<file path="config.mk">
export PLATFORM = sky130hd
export DESIGN_NAME = idff_formatter
export DESIGN_NICKNAME = d
export VERILOG_FILES = /design/src/hw/idff_pkg.sv /design/src/hw/idff_fifo.sv /design/src/hw/idff_formatter.sv
export SDC_FILE = /design/constraint.sdc
export NUM_CORES = 2
export LEC_CHECK = 0
export BUFFER_PORTS_ARGS = -buffer_cell sky130_fd_sc_hd__buf_2
export CAP_MARGIN = 20
export CELL_PAD_IN_SITES_DETAIL_PLACEMENT = 0
export CELL_PAD_IN_SITES_GLOBAL_PLACEMENT = 1
export CORE_AREA = 2 2 306 308
export DETAILED_ROUTE_END_ITERATION = 8
export DIE_AREA = 0 0 308 310
export GPL_TIMING_DRIVEN = 0
export PLACE_DENSITY = 0.86
export SLEW_MARGIN = 20
export SYNTH_ARGS = -nofsm -noshare
export SYNTH_HDL_FRONTEND = slang
export SYNTH_HIERARCHICAL = 1
export SYNTH_SLANG_ARGS = --single-unit
</file>
<file path="constraint.sdc">
create_clock -name clk -period 11.45 [get_ports clk]
set_clock_uncertainty 0.2 [all_clocks]
set_input_delay 2.29 -clock clk [delete_from_list [all_inputs] [get_ports clk]]
set_output_delay 2.29 -clock clk [all_outputs]
set_load 0.005 [all_outputs]
</file>
<file path="src/hw/idff_pkg.sv">
// Purpose: constants for the measurement field formatter
// Assumes: 125 MHz clock, 2000 samples/s internal timebase
// Notes:   field widths and modes shared by formatter and fifo users
package idff_pkg;
   localparam int unsigned CLK_HZ          = 125000000;
   localparam int unsigned SAMPLE_RATE_HZ  = 2000;
   localparam int unsigned SAMPLE_PERIOD_CYC = CLK_HZ / SAMPLE_RATE_HZ;
   localparam int unsigned WORD_W          = 24;
   localparam int unsigned TEMP_W          = 16;
   localparam int unsigned CNT_W           = 8;
   localparam int unsigned BYTE_W          = 8;
   localparam int unsigned NUM_AXES        = 3;
   localparam int unsigned ACC_W           = 40;
   localparam logic [7:0]  CNT_RESET       = 8'h00;
   localparam int unsigned FIFO_DEPTH      = 16;
   localparam int unsigned IV_SCALE_EXP    = 25;
   localparam int unsigned ACC_SCALE_EXP   = 22;
   localparam int unsigned TEMP_SCALE_EXP  = 8;
   localparam int unsigned AUX_SCALE_EXP   = 24;
   typedef enum logic [1:0] {
      IDFF_INC_VEL = 2'b00,
      IDFF_AVG_ACC = 2'b01
   } idff_incl_mode_t;
endpackage

</file>
<file path="src/hw/idff_fifo.sv">
// Purpose: byte fifo between the field formatter and the serial sender
// Assumes: single clock, synchronous active-high reset
// Notes:   read side stalls via out_ready, so the fifo can really fill
`timescale 1ns/1ps
module idff_fifo #(
   parameter int unsigned WIDTH = 8,
   parameter int unsigned DEPTH = 16
) (
   input  wire logic             clk,
   input  wire logic             rst,
   input  wire logic [WIDTH-1:0] in_data,
   input  wire logic             in_valid,
   output logic                  in_ready,
   output logic      [WIDTH-1:0] out_data,
   output logic                  out_valid,
   input  wire logic             out_ready
);
   localparam int unsigned AW = $clog2(DEPTH);
   logic [WIDTH-1:0] mem [DEPTH];
   logic [AW-1:0]    wr_ptr_reg;
   logic [AW-1:0]    rd_ptr_reg;
   logic [AW:0]      count_reg;
   logic             out_valid_reg;
   wire  [AW:0]      count_next;
   wire              do_wr;
   wire              do_rd;
   assign in_ready  = (count_reg != (AW+1)'(DEPTH));
   assign out_valid = out_valid_reg;
   assign out_data  = mem[rd_ptr_reg];
   assign do_wr     = in_valid & in_ready;
   assign do_rd     = out_valid & out_ready;
   assign count_next = count_reg + (AW+1)'(do_wr) - (AW+1)'(do_rd);
   always_ff @(posedge clk) begin
      if (do_wr) begin
         mem[wr_ptr_reg] <= in_data;
      end
   end
   always_ff @(posedge clk) begin
      if (rst) begin
         wr_ptr_reg <= '0;
         rd_ptr_reg <= '0;
         count_reg  <= '0;
         out_valid_reg <= 1'b0;
      end else begin
         if (do_wr) begin
            wr_ptr_reg <= (wr_ptr_reg == AW'(DEPTH-1)) ? '0 : wr_ptr_reg + 1'b1;
         end
         if (do_rd) begin
            rd_ptr_reg <= (rd_ptr_reg == AW'(DEPTH-1)) ? '0 : rd_ptr_reg + 1'b1;
         end
         count_reg     <= count_next;
         // head flag kept in a flop so the block output has no decode behind it
         out_valid_reg <= (count_next != '0);
      end
   end
endmodule

</file>
<file path="src/hw/idff_formatter.sv">
// Purpose: encode inclinometer, temperature, aux and counter fields as bytes
// Assumes: sensor inputs are synchronous; one sample strobe per timebase tick
// Notes:   averaging divides by the sample count with a sequential divider
`timescale 1ns/1ps
// Contract
// incremental velocity per axis is 24-bit signed, bytes msb, mid, lsb.
// incremental velocity integer over two to the 25 is m/s per sample.
// average mode reports mean of 2000/s samples since last send.
// averaged value is signed 24-bit, integer over two to the 22 is g.
// per-axis temperature is sent only in variants carrying temperature.
// temperature is 16-bit signed, high byte first, over two to the 8.
// aux is 24-bit signed, high byte first, over two to the 24 times 5 V.
// sample counter steps every internal sample, sent or not.
// sample counter is unsigned 8-bit, wraps from 255 to zero.
// counter wrap raises no error or status flag.
// host joins bytes in sent order and sign-extends before scaling.
module idff_formatter #(
   parameter int unsigned SAMPLE_CYC = idff_pkg::SAMPLE_PERIOD_CYC,
   parameter int unsigned FIFO_DEPTH = idff_pkg::FIFO_DEPTH
) (
   input  wire logic        clk,
   input  wire logic        rst,
   input  wire logic        incl_mode,
   input  wire logic        temp_enable,
   input  wire logic        aux_enable,
   input  wire logic [71:0] incl_sample,
   input  wire logic [71:0] incl_delta,
   input  wire logic [47:0] temp_sample,
   input  wire logic [23:0] aux_sample,
   input  wire logic        send_req,
   output logic             busy,
   output logic             sample_tick,
   output logic [7:0]       sample_count,
   output logic [7:0]       out_byte,
   output logic             out_valid,
   input  wire logic        out_ready
);
   typedef enum logic [2:0] {
      IDFF_IDLE   = 3'b000,
      IDFF_DIV    = 3'b001,
      IDFF_EMIT   = 3'b010
   } idff_state_t;
   localparam int unsigned TW = $clog2(SAMPLE_CYC);
   localparam int unsigned NB = 22;
   logic [TW-1:0]     tick_cnt_reg;
   logic              tick_reg;
   logic [7:0]        count_reg;
   logic [39:0]       acc_reg [3];
   logic [23:0]       nsamp_reg;
   idff_state_t       state_reg;
   logic              busy_reg;
   logic [7:0]        frame_reg [NB];
   logic [4:0]        nbytes_reg;
   logic [4:0]        idx_reg;
   logic [23:0]       mean_reg [3];
   logic [39:0]       num_reg [3];
   logic [23:0]       den_reg;
   logic [5:0]        div_step_reg;
   logic [39:0]       rem_reg [3];
   wire               tick_now;
   wire               take;
   wire               fifo_ready;
   wire               push;
   wire [7:0]         push_byte;
   assign tick_now = (tick_cnt_reg == TW'(SAMPLE_CYC-1));
   assign take     = send_req & (state_reg == IDFF_IDLE);
   assign push     = (state_reg == IDFF_EMIT) & fifo_ready;
   assign push_byte = frame_reg[idx_reg];
   // busy mirrors state != idle, but as its own flop for a clean port
   assign busy     = busy_reg;
   assign sample_tick  = tick_reg;
   assign sample_count = count_reg;
   // timebase: counter steps on every internal sample, wrap is silent
   always_ff @(posedge clk) begin
      if (rst) begin
         tick_cnt_reg <= '0;
         tick_reg     <= 1'b0;
         count_reg    <= idff_pkg::CNT_RESET;
      end else begin
         tick_cnt_reg <= tick_now ? '0 : tick_cnt_reg + 1'b1;
         tick_reg     <= tick_now;
         if (tick_now) begin
            count_reg <= count_reg + 8'h01;
         end
      end
   end
   // accumulators restart on a taken request; a sample in the same cycle starts the new sum
   genvar a;
   generate
      for (a = 0; a < 3; a++) begin : g_axis
         wire signed [23:0] s = incl_sample[a*24 +: 24];
         always_ff @(posedge clk) begin
            if (rst) begin
               acc_reg[a] <= '0;
            end else if (take) begin
               acc_reg[a] <= tick_now ? 40'(s) : '0;
            end else if (tick_now) begin
               acc_reg[a] <= acc_reg[a] + 40'(s);
            end
         end
         // restoring divider on magnitude, sign fixed afterwards
         always_ff @(posedge clk) begin
            if (rst) begin
               num_reg[a]  <= '0;
               rem_reg[a]  <= '0;
               mean_reg[a] <= '0;
            end else if (take) begin
               num_reg[a]  <= acc_reg[a][39] ? 40'(-acc_reg[a]) : acc_reg[a];
               rem_reg[a]  <= '0;
               mean_reg[a] <= {23'h000000, acc_reg[a][39]};
            end else if (state_reg == IDFF_DIV) begin
               num_reg[a] <= {num_reg[a][38:0], 1'b0};
               if ({rem_reg[a][38:0], num_reg[a][39]} >= 40'(den_reg)) begin
                  rem_reg[a] <= {rem_reg[a][38:0], num_reg[a][39]} - 40'(den_reg);
                  num_reg[a][0] <= 1'b1;
               end else begin
                  rem_reg[a] <= {rem_reg[a][38:0], num_reg[a][39]};
               end
            end
         end
      end
   endgenerate
   always_ff @(posedge clk) begin
      if (rst) begin
         nsamp_reg <= '0;
      end else if (take) begin
         nsamp_reg <= tick_now ? 24'h000001 : 24'h000000;
      end else if (tick_now) begin
         nsamp_reg <= nsamp_reg + 24'h000001;
      end
   end
   // frame builder: incl x3, optional temp x3, optional aux, counter
   function automatic logic [23:0] signfix(input logic [39:0] q, input logic neg);
      logic [23:0] m;
      m = q[23:0];
      signfix = neg ? 24'(-m) : m;
   endfunction
   always_ff @(posedge clk) begin
      if (rst) begin
         state_reg    <= IDFF_IDLE;
         busy_reg     <= 1'b0;
         nbytes_reg   <= '0;
         idx_reg      <= '0;
         den_reg      <= 24'h000001;
         div_step_reg <= '0;
         for (int i = 0; i < NB; i++) begin
            frame_reg[i] <= 8'h00;
         end
      end else begin
         unique case (state_reg)
            IDFF_IDLE: begin
               if (take) begin
                  den_reg      <= (nsamp_reg == '0) ? 24'h000001 : nsamp_reg;
                  div_step_reg <= '0;
                  idx_reg      <= '0;
                  state_reg    <= IDFF_DIV;
                  busy_reg     <= 1'b1;
               end
            end
            IDFF_DIV: begin
               div_step_reg <= div_step_reg + 6'h01;
               if (div_step_reg == 6'h27) begin
                  for (int i = 0; i < 3; i++) begin
                     logic [23:0] w;
                     w = incl_mode ? signfix({num_reg[i][38:0], 1'b0} |
                         40'(({rem_reg[i][38:0], num_reg[i][39]} >= 40'(den_reg))),
                         mean_reg[i][0]) : incl_delta[i*24 +: 24];
                     frame_reg[3*i]   <= w[23:16];
                     frame_reg[3*i+1] <= w[15:8];
                     frame_reg[3*i+2] <= w[7:0];
                  end
                  for (int i = 0; i < 3; i++) begin
                     frame_reg[9+2*i]  <= temp_sample[i*16+8 +: 8];
                     frame_reg[10+2*i] <= temp_sample[i*16 +: 8];
                  end
                  if (temp_enable) begin
                     frame_reg[15] <= aux_enable ? aux_sample[23:16] : count_reg;
                     frame_reg[16] <= aux_sample[15:8];
                     frame_reg[17] <= aux_sample[7:0];
                     frame_reg[18] <= count_reg;
                     nbytes_reg <= aux_enable ? 5'h13 : 5'h10;
                  end else begin
                     frame_reg[9]  <= aux_enable ? aux_sample[23:16] : count_reg;
                     frame_reg[10] <= aux_sample[15:8];
                     frame_reg[11] <= aux_sample[7:0];
                     frame_reg[12] <= count_reg;
                     nbytes_reg <= aux_enable ? 5'h0d : 5'h0a;
                  end
                  state_reg <= IDFF_EMIT;
               end
            end
            IDFF_EMIT: begin
               if (push) begin
                  idx_reg <= idx_reg + 5'h01;
                  if (idx_reg == nbytes_reg - 5'h01) begin
                     state_reg <= IDFF_IDLE;
                     busy_reg  <= 1'b0;
                  end
               end
            end
            default: state_reg <= IDFF_IDLE;
         endcase
      end
   end
   logic [7:0] fifo_data;
   logic       fifo_valid;
   idff_fifo #(
      .WIDTH (8),
      .DEPTH (FIFO_DEPTH)
   ) u_fifo (
      .clk       (clk),
      .rst       (rst),
      .in_data   (push_byte),
      .in_valid  (push),
      .in_ready  (fifo_ready),
      .out_data  (fifo_data),
      .out_valid (fifo_valid),
      .out_ready (out_ready)
   );
   assign out_byte  = fifo_data;
   assign out_valid = fifo_valid;
endmodule

</file>
==> After elaboration in Yosys (flattened, before gate mapping) <==
Memories as Yosys holds them, arrays and structs flattened. A register that Yosys moved wholly into a read port is not among the register bits.
Index checks and enable logic that the tools add are counted.
{ "classes": {"magnitude_cmp": 3, "n_mux": 149, "addsub": 22, "n_reduce_logical": 13, "n_eq_ne": 12, "n_bitwise": 57} }
{ "ops": {"columns": ["operator", "count"], "rows": [
  ["$mux W40", 27],
  ["$mux W24", 9],
  ["$mux W8", 24],
  ["$add A40 B40 Y40", 3],
  ["$ge A40 B24 Y1", 3],
  ["$neg A40 Y40", 3],
  ["$sub A40 B24 Y40", 3],
  ["$neg A24 Y24", 3],
  ["$or A24 B1 Y24", 3],
  ["$mux W1", 69],
  ["$or A1 B1 Y1", 50],
  ["$mux W5", 5],
  ["$add A24 B1 Y24 const B", 1],
  ["$logic_not A24 Y1", 1],
  ["$add A16 B1 Y16 const B", 1],
  ["$eq A16 B16 Y1 const B", 1],
  ["$mux W4", 4],
  ["$mux W3", 5],
  ["$pmux W6 S2", 1],
  ["$pmux W5 S2", 1],
  ["$pmux W3 S3", 1],
  ["$add A4 B1 Y4 const B", 2],
  ["$add A8 B1 Y8 const B", 1],
  ["$eq A4 B4 Y1 const B", 2],
  ["23 further kinds", 33]
]} }
{ "totals": {"elab_cells": 276, "regBits": 107, "inputBits": 223, "out_inout_bits": 19, "mem_bits_rw": 667, "memories": 6} }
{ "mem_list": {"columns": ["name", "words", "word_bits", "read_ports", "rd_clocked_by_memory_dff", "write_ports", "line", "source"], "rows": [
  ["frame_reg", 22, 8, 1, 1, 22, "idff_formatter.sv:52", "logic [7:0] frame_reg [NB];"],
  ["u_fifo.mem", 16, 8, 1, 1, 1, "idff_fifo.sv:19", "logic [WIDTH-1:0] mem [DEPTH];"],
  ["acc_reg", 3, 40, 3, 0, 3, "idff_formatter.sv:48", "logic [39:0] acc_reg [3];"],
  ["num_reg", 3, 40, 3, 0, 3, "idff_formatter.sv:56", "logic [39:0] num_reg [3];"],
  ["rem_reg", 3, 40, 3, 0, 3, "idff_formatter.sv:59", "logic [39:0] rem_reg [3];"],
  ["mean_reg", 3, 1, 3, 0, 3, "idff_formatter.sv:55", "logic [23:0] mean_reg [3];"]
]} }

==> Logic depth before layout (Yosys ltp) <==
An unclocked memory read counts as a cell.
{ "depth": {"depth_word": 9, "mapped_depth": 20, "ltp_nobuf": 17} }

==> By module <==
Netlist, hierarchy kept.
{ "modules_own_cells": {"columns": ["mod", "area_each_um2", "instances", "cells_each"], "rows": [
  ["idff_formatter", 40015.9, 1, 4194],
  ["idff_fifo", 5875.6, 1, 312]
]} }

==> Least setup slack after synthesis <==
No wires, ideal clock.
{ "synth_path": {"path_kind": "in2reg", "startpoint": "input rst", "endpoint": "memory frame_reg[0][0], enable pin", "stages": 3, "path_slack_ns": 5.813, "setup_time_ns": 0.461, "t_arrival_ns": 4.976, "cell_sequence": "clkbuf_1 clkbuf_1 nand2b_1"} }
{ "synth_lines": {"columns": ["element", "line", "source"], "rows": [
  ["start: declaration", "idff_formatter.sv:22", "input wire logic rst,"],
  ["end: declaration", "idff_formatter.sv:52", null]
]} }

==> results.toml <==
[synth]
netlist_top_cells_area = "edfxtp_1, ha_1, dfxtp_1"
synth_area_um2 = 45900
syn-instance-count = 4506
syn_nets = 4950
synth_common_cells = "edfxtp_1, nand2_1, nor2_1"
synth.largest_area_cell = "edfxtp_1"
synth_area_per_cell_um2 = 10.2
dominantRegCellSynth = "edfxtp_1"
synth-async-reset-ratio = 0
ys_ff_latch = 755
yosysMostFrequentCell = "edfxtp_1"
synth_top_area_share = 0.419
synth_cell_types = 84
synth_edf_count = 640
ys.warnings.count = 6
ys_seq_area_frac = 0.469

[timing]
setup_violations = 0
fmax_mhz = 145
hold_viol_final = 0
final.setup.tns_ns = 0
period_minus_slack_ns = 6.88
post-route-period-util = 0.601
slew_violations = 0
grt_setup_unrepaired = "false"
slew_headroom = 0.235
worstMarginPinSlew_ns = 1.15
fin_ws_ns = 4.57

[critical_path]
worst-path-max-fanout = 10
cp-startpoint = "den_reg[0]"
worstPathRequired_ns = 11.72
reg2reg_depth = 19
crit_end = "frame_reg[0][2]"
start_kind = "register"
r2r_setup_slack_ns = 4.57
path_class = "reg -> reg"
r2r-start = "den_reg[0]"
rr_endpoint = "frame_reg[0][2]"
crit_path_end_kind = "register"
cp.arrival_ns = 7.15

[cells_and_area]
nNetsFinal = 5292
largest_reg_flops = 152
area_growth_pct = 13.3
drive_above_1_share = 0.110

[clock_tree]
cts_buffers = 86
clock-sinks = 755
ctsHtreeMaxLevel = 3
cts_hold_buf = 0
cts_buffer_depth = 3
cts_root_buf = "clkbuf_16"
clk-insertion-delay-late_ns = 0.72
ctsResizeCount = 0
post_cts_buffers = 0
clk_pin_slew_ns = 0.06
cts_tree = "done"

[place]
numPortBuffers = 240
dp_slack_ns = 4.69
post-dp-hpwl_mm = 103
place_congestion = 0.926

[die]
rows = 112
dieArea_um2 = 95500
die_h_um = 310
initial_core_util = 0.496
pin_count = 242
die_x_um = 308
core-area_um2 = 92500

[route]
ant_nets = 0
vias_per_cell = 6.07
initialDrtViolationCount = 3732
num_vias = 37100
drtPass1Iterations = 6
drc = 0
routed_wl_mm = 137
avgRoutedWirePerCell_um = 22.4

[power_and_ir_drop]
leakagePower_nw = 20.0
ir_drop_mv = 0.108
p_per_area_nw_per_um2 = 149

[global_route]
grt_pass1_wl_mm = 206
antenna_found_initial = 7
grt_max_degree = 60
grtUsageTotal = 0.282
grt_overflow = 0
grt_pass1_vias = 35000

[run_status]
status = "complete, no violations"

[min_path]
hp-class = "reg -> reg"

[flow_run]
maxCapViolCount = 0
-- metal layers --
metal  vias to the layer above  GRT usage  wire (µm)
li1                      17400          -          -
met1                     17900      0.388      57800
met3                       226     0.0541      13100
met4                         0      0.107       4840
met2                      1597      0.444      61400
met5                         -          0          0
-- cell families after synthesis --
kind of cell,Yosys count,synth area share
AO/OA/AOI/OAI,1211,0.164
XOR/XNOR,416,0.0794
adder cells (fa/ha/maj),221,0.0614
buffers and inverters,330,0.0281
flip-flops,755,0.469
multiplexers,139,0.0511
AND/OR/NAND/NOR,1434,0.147
-- layout make-up --
type,instances,area (µm²)
fillers,8011,40500
multi-input cells,3421,23200
clock inverters,46,582
repair buffers,254,1470
inverters,117,439
diodes,5,12.5
well taps,1197,1500
plain buffers,213,852
clock buffers,114,2400
flip-flops and latches,755,21500
-- stage by stage --
stage / cell area [µm²] / hold WS [ns] / instances / util / total power [mW]
after floorplan: 45900 / 0.226 / 4506 / - / 4.46
after global placement: 48600 / 0.241 / 5943 / 0.525 / 4.87
after detailed placement: 48900 / 0.247 / 5957 / 0.529 / 4.89
after CTS: 51900 / 0.255 / 6117 / 0.561 / 7.77
after global routing: 52000 / 0.267 / 6117 / 0.562 / 8.08
final: 52000 / 0.254 / 6122 / 0.562 / 7.77
-- report_power, final --
part           switching [mW]  internal [mW]  total [mW]  leakage, nW
sequential              0.137           3.15        3.29         7.64
clock                    1.21           1.68        2.89         1.44
combinational           0.938          0.648        1.59         10.9
total                    2.29           5.48        7.77         20.0
-- layout by cell type (no fill, tap or decap), types with 63 or more instances in the layout --
cell | Yosys | routed
a21oi_1 | 330 | 330
a211oi_1 | 90 | 90
edfxtp_1 | 640 | 640
ha_1 | 214 | 214
nand2_1 | 507 | 500
dfxtp_1 | 115 | 115
nor2_1 | 419 | 417
buf_2 | 5 | 250
mux2i_1 | 67 | 67
o21ai_0 | 355 | 355
nand3_1 | 63 | 63
xnor2_1 | 157 | 157
clkbuf_16 | 0 | 87
xor2_1 | 259 | 259
clkbuf_1 | 178 | 193
inv_1 | 115 | 115
a21o_1 | 103 | 102
-- how the worst min path moves through the flow --
stage	startpoint	depth (start not counted)	end	slack, ns
after floorplan	tick_cnt_reg[0]	1	tick_cnt_reg[0]	0.23
after global placement	den_reg[19]	2	den_reg[19]	0.24
after detailed placement	den_reg[16]	2	den_reg[16]	0.25
after CTS	den_reg[16]	2	den_reg[16]	0.25
after global routing	den_reg[12]	2	den_reg[12]	0.27
final	den_reg[8]	2	den_reg[8]	0.25
-- worst max-delay path, stage by stage (launching register included) --
cell and delay (ns):
dfxtp_1 0.52, ha_1 0.23, inv_1 0.06, fa_1 0.41, a21o_1 0.21, a221oi_2 0.39
a211oi_1 0.18, o31a_1 0.35, a2111o_1 0.38, buf_2 0.25, inv_1 0.14, clkbuf_1 0.46
buf_1 0.66, ha_1 0.35, nand3b_1 0.20, or3b_2 0.50, or3_1 0.40, o31ai_1 0.26
xor2_1 0.10, a211oi_1 0.35
Power figures use the tool's default switching activity.
